==> src/inc/ebra_defs.svh <==
// Constants for the external bus release arbiter
`ifndef EBRA_DEFS_SVH
`define EBRA_DEFS_SVH
`define EBRA_ADDR_W 24
`define EBRA_DATA_W 16
`define EBRA_CS_W 8
`define EBRA_CLK_MHZ 40
`define EBRA_DROP_DELAY_HALF_CLK 3
`define EBRA_DROP_DELAY_CYC 2
`define EBRA_REGINFO_STATES 3
`define EBRA_REGINFO_CNT_W 2
`define EBRA_MSTOP_BAD_A 16'hffff
`define EBRA_MSTOP_BAD_B 16'hefff
`endif

==> src/inc/ebra_pkg.sv <==
// Types shared by the external bus release arbiter
package ebra_pkg;
  // External bus outputs driven by the internal master
  typedef struct packed {
    logic [23:0] addr;
    logic [15:0] wdata;
    logic data_oe;
    logic [7:0] chip_select_n;
    logic address_strobe_n;
    logic read_strobe_n;
    logic upper_write_strobe_n;
    logic lower_write_strobe_n;
  } ebra_bus_type;

  // Release sequencer states, Gray along the usual path except the return to owned
  typedef enum logic [1:0] {
    EBRA_OWN = 2'b00,
    EBRA_RELEASED = 2'b01,
    EBRA_RETURN = 2'b11
  } ebra_rel_state_type;

  // Internal bus owner
  typedef enum logic [1:0] {
    EBRA_IDLE = 2'b00,
    EBRA_CPU = 2'b01,
    EBRA_XFER = 2'b11
  } ebra_owner_type;
endpackage : ebra_pkg

==> src/hdl/ebra_top.sv <==
// External bus release and internal bus arbitration
// Contract
// - Release only in expanded mode with enable set
// - On request: acknowledge low, float bus pins
// - Hold internal external accesses while released
// - Drive drop request low when enabled and needed
// - Keep sampling request while released
// - Request high: acknowledge high, take bus back
// - Drop request rises 1.5 clocks after acknowledge
// - Outside release beats same-cycle internal access
// - Internal access and release may run parallel
// - Acknowledge highest-priority requester until withdrawn
// - Transfer controller ranks above CPU
// - CPU yields only between whole bus cycles
// - Sleeping CPU yields to transfer controller at once
// - Transfer controller requests bus on activation
// - Transfer controller yields only after whole operations
// - Release waits for current external cycle end
// - Reset aborts cycles immediately
`timescale 1ns/1ps
`include "ebra_defs.svh"
module ebra_top (
  // Clock and reset
  input wire logic i_mclk,
  input wire logic i_rst,
  // Mode and control bits
  input wire logic i_expanded_mode,
  input wire logic i_release_enable_bit,
  input wire logic i_drop_request_out_enable,
  // Outside master link
  input wire logic i_ext_bus_request_n,
  output logic o_ext_bus_ack_n,
  output logic o_drop_request_out_n,
  // Internal masters
  input wire logic i_cpu_req,
  input wire logic i_cpu_boundary,
  input wire logic i_cpu_sleep,
  input wire logic i_xfer_activate,
  input wire logic i_xfer_boundary,
  output logic o_cpu_ack,
  output logic o_xfer_ack,
  // External access from the granted internal master
  input wire logic i_ext_access_req,
  input wire logic i_ext_cycle_busy,
  output logic o_ext_access_go,
  input wire ebra_pkg::ebra_bus_type i_bus,
  // External bus pins, output enables low while driven
  output ebra_pkg::ebra_bus_type o_bus,
  output logic o_addr_oe_n,
  output logic o_data_oe_n,
  output logic o_ctrl_oe_n
);
  ebra_pkg::ebra_rel_state_type rel_r;
  ebra_pkg::ebra_rel_state_type rel_nxt;
  logic released;
  logic rel_allowed;
  logic ack_rise;
  logic want_drop;

  // Release is permitted only with the mode and enable both set
  assign rel_allowed = i_expanded_mode & i_release_enable_bit;

  // Release sequencer; the request pin is sampled every cycle except in the return state
  always_comb begin
    rel_nxt = rel_r;
    unique case (rel_r)
      ebra_pkg::EBRA_OWN: begin
        // Request wins over a same-cycle internal start, after current cycle ends
        if (rel_allowed && !i_ext_bus_request_n && !i_ext_cycle_busy) begin
          rel_nxt = ebra_pkg::EBRA_RELEASED;
        end
      end
      ebra_pkg::EBRA_RELEASED: begin
        if (i_ext_bus_request_n) begin
          rel_nxt = ebra_pkg::EBRA_RETURN;
        end
      end
      ebra_pkg::EBRA_RETURN: rel_nxt = ebra_pkg::EBRA_OWN;
      default: rel_nxt = ebra_pkg::EBRA_OWN;
    endcase
  end

  // State register; reset lands in the owned state with release off
  always_ff @(posedge i_mclk or posedge i_rst) begin
    if (i_rst) begin
      rel_r <= ebra_pkg::EBRA_OWN;
    end else begin
      rel_r <= rel_nxt;
    end
  end

  // Acknowledge output comes from a flop so it is glitch free
  always_ff @(posedge i_mclk or posedge i_rst) begin
    if (i_rst) begin
      o_ext_bus_ack_n <= 1'b1;
    end else begin
      o_ext_bus_ack_n <= ~(rel_nxt == ebra_pkg::EBRA_RELEASED);
    end
  end

  assign released = (rel_r == ebra_pkg::EBRA_RELEASED);
  assign ack_rise = released & (rel_nxt == ebra_pkg::EBRA_RETURN);

  // External starts are held while released or about to be; internal work goes on
  assign o_ext_access_go = i_ext_access_req & ~released & (rel_r != ebra_pkg::EBRA_RETURN)
    & ~(rel_allowed & ~i_ext_bus_request_n & ~i_ext_cycle_busy);

  // Ask the outside master to let go only when enabled and needed
  assign want_drop = released & i_drop_request_out_enable & i_ext_access_req
    & ~i_ext_bus_request_n;

  ebra_drop_timer u_drop (
    .i_mclk(i_mclk),
    .i_rst(i_rst),
    .i_start(ack_rise),
    .i_want(want_drop),
    .o_drop_n(o_drop_request_out_n)
  );

  // Transfer controller asks for the bus whenever it is activated
  ebra_internal_arb u_arb (
    .i_mclk(i_mclk),
    .i_rst(i_rst),
    .i_cpu_req(i_cpu_req),
    .i_cpu_boundary(i_cpu_boundary),
    .i_cpu_sleep(i_cpu_sleep),
    .i_xfer_req(i_xfer_activate),
    .i_xfer_boundary(i_xfer_boundary),
    .o_cpu_ack(o_cpu_ack),
    .o_xfer_ack(o_xfer_ack)
  );

  // Bus pins registered; reset returns them to idle levels at once
  always_ff @(posedge i_mclk or posedge i_rst) begin
    if (i_rst) begin
      o_bus <= '{addr: 24'h0, wdata: 16'h0, data_oe: 1'b0, chip_select_n: 8'hff,
                 address_strobe_n: 1'b1, read_strobe_n: 1'b1,
                 upper_write_strobe_n: 1'b1, lower_write_strobe_n: 1'b1};
    end else begin
      o_bus <= i_bus;
    end
  end

  // Floating during release; read strobe may go straight from low to float
  always_ff @(posedge i_mclk or posedge i_rst) begin
    if (i_rst) begin
      o_addr_oe_n <= 1'b0;
      o_ctrl_oe_n <= 1'b0;
      o_data_oe_n <= 1'b1;
    end else begin
      o_addr_oe_n <= (rel_nxt == ebra_pkg::EBRA_RELEASED);
      o_ctrl_oe_n <= (rel_nxt == ebra_pkg::EBRA_RELEASED);
      o_data_oe_n <= (rel_nxt == ebra_pkg::EBRA_RELEASED) | ~i_bus.data_oe;
    end
  end
endmodule : ebra_top

==> src/hdl/ebra_drop_timer.sv <==
// Delay from acknowledge rise to drop-request-out rise, in half clocks
`timescale 1ns/1ps
`include "ebra_defs.svh"
module ebra_drop_timer (
  // Clock and reset
  input wire logic i_mclk,
  input wire logic i_rst,
  // Control
  input wire logic i_start,
  input wire logic i_want,
  // Status
  output logic o_drop_n
);
  logic [1:0] cnt_r;
  logic fall_r;
  logic drop_pos_r;

  // One whole clock after acknowledge rises, then the falling-edge stage adds the half
  // Loading the full count here would push the rise out to 2.5 clocks
  always_ff @(posedge i_mclk or posedge i_rst) begin
    if (i_rst) begin
      cnt_r <= 2'h0;
    end else if (i_start) begin
      cnt_r <= 2'(`EBRA_DROP_DELAY_CYC - 1);
    end else if (cnt_r != 2'h0) begin
      cnt_r <= cnt_r - 2'h1;
    end
  end

  // Output asserted low on request, released only after the count ends
  always_ff @(posedge i_mclk or posedge i_rst) begin
    if (i_rst) begin
      drop_pos_r <= 1'b1;
    end else if (i_want) begin
      drop_pos_r <= 1'b0;
    end else if (cnt_r == 2'h1) begin
      drop_pos_r <= 1'b1;
    end
  end

  // Rise moves to the falling edge, giving 1.5 clocks in total
  always_ff @(negedge i_mclk or posedge i_rst) begin
    if (i_rst) begin
      fall_r <= 1'b1;
    end else if (!drop_pos_r) begin
      fall_r <= 1'b0;
    end else begin
      fall_r <= 1'b1;
    end
  end

  assign o_drop_n = drop_pos_r & (fall_r | ~drop_pos_r);
endmodule : ebra_drop_timer

==> src/hdl/ebra_internal_arb.sv <==
// Fixed-priority internal bus arbiter: transfer controller over CPU
`timescale 1ns/1ps
`include "ebra_defs.svh"
module ebra_internal_arb (
  // Clock and reset
  input wire logic i_mclk,
  input wire logic i_rst,
  // Requests and release points
  input wire logic i_cpu_req,
  input wire logic i_cpu_boundary,
  input wire logic i_cpu_sleep,
  input wire logic i_xfer_req,
  input wire logic i_xfer_boundary,
  // Grants
  output logic o_cpu_ack,
  output logic o_xfer_ack
);
  ebra_pkg::ebra_owner_type owner_r;
  ebra_pkg::ebra_owner_type owner_nxt;

  // Owner yields to the other master only at its own release points; a CPU owner without a request goes idle at once
  always_comb begin
    owner_nxt = owner_r;
    unique case (owner_r)
      ebra_pkg::EBRA_IDLE: begin
        if (i_xfer_req) begin
          owner_nxt = ebra_pkg::EBRA_XFER;
        end else if (i_cpu_req) begin
          owner_nxt = ebra_pkg::EBRA_CPU;
        end
      end
      ebra_pkg::EBRA_CPU: begin
        if (i_xfer_req && (i_cpu_boundary || i_cpu_sleep)) begin
          owner_nxt = ebra_pkg::EBRA_XFER;
        end else if (!i_cpu_req) begin
          owner_nxt = ebra_pkg::EBRA_IDLE;
        end
      end
      ebra_pkg::EBRA_XFER: begin
        if (!i_xfer_req && i_xfer_boundary) begin
          owner_nxt = i_cpu_req ? ebra_pkg::EBRA_CPU : ebra_pkg::EBRA_IDLE;
        end
      end
      default: owner_nxt = ebra_pkg::EBRA_IDLE;
    endcase
  end

  // Reset drops every grant at once
  always_ff @(posedge i_mclk or posedge i_rst) begin
    if (i_rst) begin
      owner_r <= ebra_pkg::EBRA_IDLE;
    end else begin
      owner_r <= owner_nxt;
    end
  end

  assign o_cpu_ack = (owner_r == ebra_pkg::EBRA_CPU);
  assign o_xfer_ack = (owner_r == ebra_pkg::EBRA_XFER);
endmodule : ebra_internal_arb

==> config.mk <==
export PLATFORM = sky130hd
export DESIGN_NAME = ebra_top
export DESIGN_NICKNAME = d
export VERILOG_FILES = /design/src/inc/ebra_pkg.sv /design/src/hdl/ebra_top.sv /design/src/hdl/ebra_drop_timer.sv /design/src/hdl/ebra_internal_arb.sv
export VERILOG_INCLUDE_DIRS = /design/src /design/src/inc
export SDC_FILE = /design/constraint.sdc
export NUM_CORES = 1
export LEC_CHECK = 0
export BUFFER_PORTS_ARGS = -buffer_cell sky130_fd_sc_hd__buf_4
export CORE_MARGIN = 2
export CORE_UTILIZATION = 40
export CTS_CLUSTER_SIZE = 20
export DETAILED_ROUTE_END_ITERATION = 8
export PLACE_DENSITY = 0.81
export SETUP_SLACK_MARGIN = 0.15
export SYNTH_ARGS = -nofsm -noshare
export SYNTH_HDL_FRONTEND = slang
export SYNTH_HIERARCHICAL = 1
export SYNTH_SLANG_ARGS = --single-unit
==> constraint.sdc <==
create_clock -name i_mclk -period 1.8 [get_ports i_mclk]
set_input_delay 0.09 -clock i_mclk [delete_from_list [all_inputs] [get_ports i_mclk]]
set_output_delay 0.09 -clock i_mclk [all_outputs]
set_load 0.03 [all_outputs]
---- After elaboration in Yosys (flattened, before gate mapping) ----
Cells that the tools add are included.
operators by class
  equal/unequal tests ..................... 10
  multiplexer cells ....................... 15
  add/sub/neg operators ................... 1
  reductions and logical operators ........ 14
  bitwise gates (word level) .............. 20
operators by type and width
  operator                                                                  count
  2-bit two-way mux                                                         9
  1-bit bitwise AND                                                         11
  2-bit by 1-bit == test with 1-bit output (second input constant)          4
  1-bit NOT                                                                 7
  2-bit one-hot mux with 3 select lines                                     1
  2-bit nonzero test                                                        3
  2-bit == test (second input constant)                                     2
  1-bit logical AND                                                         4
  2-bit logical NOT                                                         2
  1-bit two-way mux                                                         4
  2-bit one-hot mux with 2 select lines                                     1
  1-bit logical NOT                                                         3
  3-bit by 2-bit inequality test with 1-bit output (second input constant)  1
  3-bit inequality test (second input constant)                             1
  3-bit AND reduction                                                       1
  2-bit by 1-bit inequality test with 1-bit output (second input constant)  1
  2-bit inequality test (second input constant)                             1
  1-bit bitwise OR                                                          2
  2-bit by 1-bit subtractor with 2-bit output (second input constant)       1
  1-bit logical OR                                                          1
storage, ports and cells
  register bits after elaboration ......... 64
  bits of input ports ..................... 66
  output and inout port bits .............. 61
  logic and storage cells ................. 76

---- Depth between registers and ports, before layout ----
  word-level depth ........................ 8
  mapped depth ............................ 4
  depth with buffers taken out ............ 4

---- Modules after synthesis ----
Netlist, hierarchy kept.
modules (own cells, without submodules)
  module             sequential area each (um2)  times used  area an instance (um2)  cells an instance
  ebra_top           1468.9                      1           1582.8                  73
  ebra_drop_timer    102.6                       1           185.2                   17
  ebra_internal_arb  50.0                        1           118.9                   14

==> impl_metrics.ini <==
[setup_path]
r2r_start = u_drop/drop_pos_r$_DFFE_PP1P_
reg2regPathDepth = 0
critPathLaunch = u_drop/fall_r$_DFF_NP1_
crit_cells = 2
required_ns = 1.71
worstSetupStartpointType = flop
rr_endpoint = u_drop/fall_r$_DFF_NP1_
crit_path_max_fanout = 1
endpoint = o_drop_request_out_n
r2r_slack_ns = 0.34
path_cells = and2_4 > buf_6
cp_slowest_stage_delay_ns = 0.51
critPathSlowestCell = dfstp_2
critPathTopFamily = flip-flops
endpoint_kind = output pin
crit_type = reg2out
cp_num_buf_inv = 1
worstPathArrival_ns = 2.02

[drt]
drtIter0Drc = 113
drt-pass1-iter-count = 4
wire_per_inst_um = 20.3
num_vias = 1609
drcViolationCount = 0
viasPerCell = 4.55
routed_wl_mm = 7.18
ant_nets = 0

[layout]
final_core_util = 0.839
num_antenna_cells = 0
syn_to_final_growth_pct = 97.7
final_cell_area_mm2 = 0.00373
fill_cells = 211
multi_input_area_um2 = 223
drive_above_1_share = 0.546
layout.nets = 365
seq_area_mm2 = 0.00162

[global_routing]
grt_pass1_wl_mm = 10.6
antenna_found_initial = 0
grt_start_max_net_pins = 35
grt_pass1_vias = 1757
grt_util_all_layers = 0.290
overflow = 0

[cts]
post_cts_buffers = 0
clockBufferDepth = 2
clock-root-buffer = clkbuf_8
cts.sinks = 64
cts_htree_levels = 3
path_clk_slew_ns = 0.07
cts_buffers = 9
cts_tree = built
clock_latency_ns = 0.36

[floorplanning]
die_area_mm2 = 0.00528
rows = 24
die_h_um = 72.7
start_util = 0.425
core-area_mm2 = 0.00444
die_w_um = 72.7
io_pins = 127

[sta]
rsz0062_at_grt = yes
slew_headroom = 0.654
fin_ws_ns = -0.308
drv_slew = 0
skew_ns = 0.0373
finalSetupViolCount = 1
worstMarginPinSlew_ns = 0.519
final_hold_viol_count = 0

[power]
powerDensity_mw_per_mm2 = 1150
vdd_ir_drop_max_mv = 0.912
leakage_nw = 1.85

[status]
violations = negative setup slack
outcome = finished, violations left

[place]
port_buffers = 126
place_area_mm2 = 0.00291
detailedPlacementHpwl_mm = 3.66
pre_cts_slack_ns = 0.0477
globalplace.congestion = 0.713

[min_path]
worstHoldStart = i_xfer_activate
hold_path.class = in2reg

[synth]
synth_area_per_cell_um2 = 18.1
syn_area_mm2 = 0.00189
synth_top_area_share = 0.637
syn_nets = 172
ys.flop_type = dfrtp_1
ys_warn_count = 6
synthTopCellsByArea = dfrtp_1, dfstp_2, inv_1
async_flop_share = 1.00
synth.most_common_cell = dfrtp_1
synth-edff-count = 0
synth_cell_types = 25
synth_top_area_cell = dfrtp_1
synth_common_cells = dfrtp_1, dfstp_2, inv_1
syn_inst = 104
yosysSeqAreaShare = 0.859
ys_ff_latch = 64

[flow_run]
maxCapViolCount = 0
-- cell usage in the layout (no fill, tap or decap), drive strengths merged, types with 2 or more instances in the layout --
cell / netlist / routed
ha: 2 / 2
nand2: 2 / 2
nor3b: 2 / 2
clkbuf: 0 / 10
nor2b: 2 / 2
inv: 10 / 11
nor2: 4 / 4
buf: 1 / 127
bufinv: 0 / 3
a211oi: 2 / 2
dlygate4sd3: 0 / 56
dfrtp: 48 / 48
dfstp: 16 / 16
-- per-stage QoR --
step,setup TNS (ns),hold slack [ns],power (mW),cells
finish,-0.308,0.0439,4.29,354
global route,-0.341,0.0620,4.47,354
CTS,-0.331,0.0239,4.27,354
detailed placement,0,-0.0245,2.61,282
global placement,0,-0.0299,2.58,282
floorplan,0,-0.169,2.24,104
-- final cells by class --
class | count | share of cell area
Clock buffer | 10 | 0.0369
Multi-Input combinational cell | 29 | 0.0597
Sequential cell | 64 | 0.435
Tap cell | 52 | 0.0174
Inverter | 9 | 0.00906
Timing Repair Buffer | 183 | 0.410
Clock inverter | 7 | 0.0319
-- registers in the layout, indices dropped and copies added, names as in the netlist --
register / cells
o_addr_oe_n: 1
u_arb/owner_r: 2
u_drop/drop_pos_r: 1
o_ext_bus_ack_n: 1
o_bus: 53
rel_r: 2
u_drop/fall_r: 1
u_drop/cnt_r: 2
o_data_oe_n: 1
-- report_power, final --
group          total [mW]  leakage (nW)  switching, mW  internal (mW)
sequential           1.71         0.732         0.0899           1.62
combinational        1.02         0.992          0.548          0.468
clock                1.56         0.128          0.597          0.968
total                4.29          1.85           1.23           3.06
-- kinds of logic after synthesis --
kind of cell             Yosys count  share of synthesized area
flip-flops                        64                      0.859
AND/OR/NAND/NOR                   17                     0.0617
buffers and inverters             11                     0.0239
AO/OA/AOI/OAI                      9                     0.0371
adder cells (fa/ha/maj)            2                     0.0133
XOR/XNOR                           1                    0.00464
-- metal layers --
layer  part of all wire  track usage
met1               0.40        0.368
met2               0.50        0.474
met3              0.074       0.0843
met4              0.025        0.111
met5                  0            0
-- worst min-delay path by stage --
stage	to	slack, ns	depth (start not counted)
floorplan	u_arb/owner_r[0]$_DFFE_PP0P_	-0.17	1
global placement	u_arb/owner_r[1]$_DFFE_PP0P_	-0.03	2
detailed placement	u_arb/owner_r[0]$_DFFE_PP0P_	-0.02	2
CTS	o_data_oe_n$_DFF_PP1_	0.02	3
global route	o_addr_oe_n$_DFF_PP0_	0.06	3
finish	u_arb/owner_r[0]$_DFFE_PP0P_	0.04	3
-- timing repair --
item / 4_1_cts / 5_1_grt
endpoints found under the hold margin: 74 / 0
setup endpoints to repair: 1 / 1
resized for setup: 1 / 0
hold buffers: 56 / 0
Power figures use the tool's default switching activity.
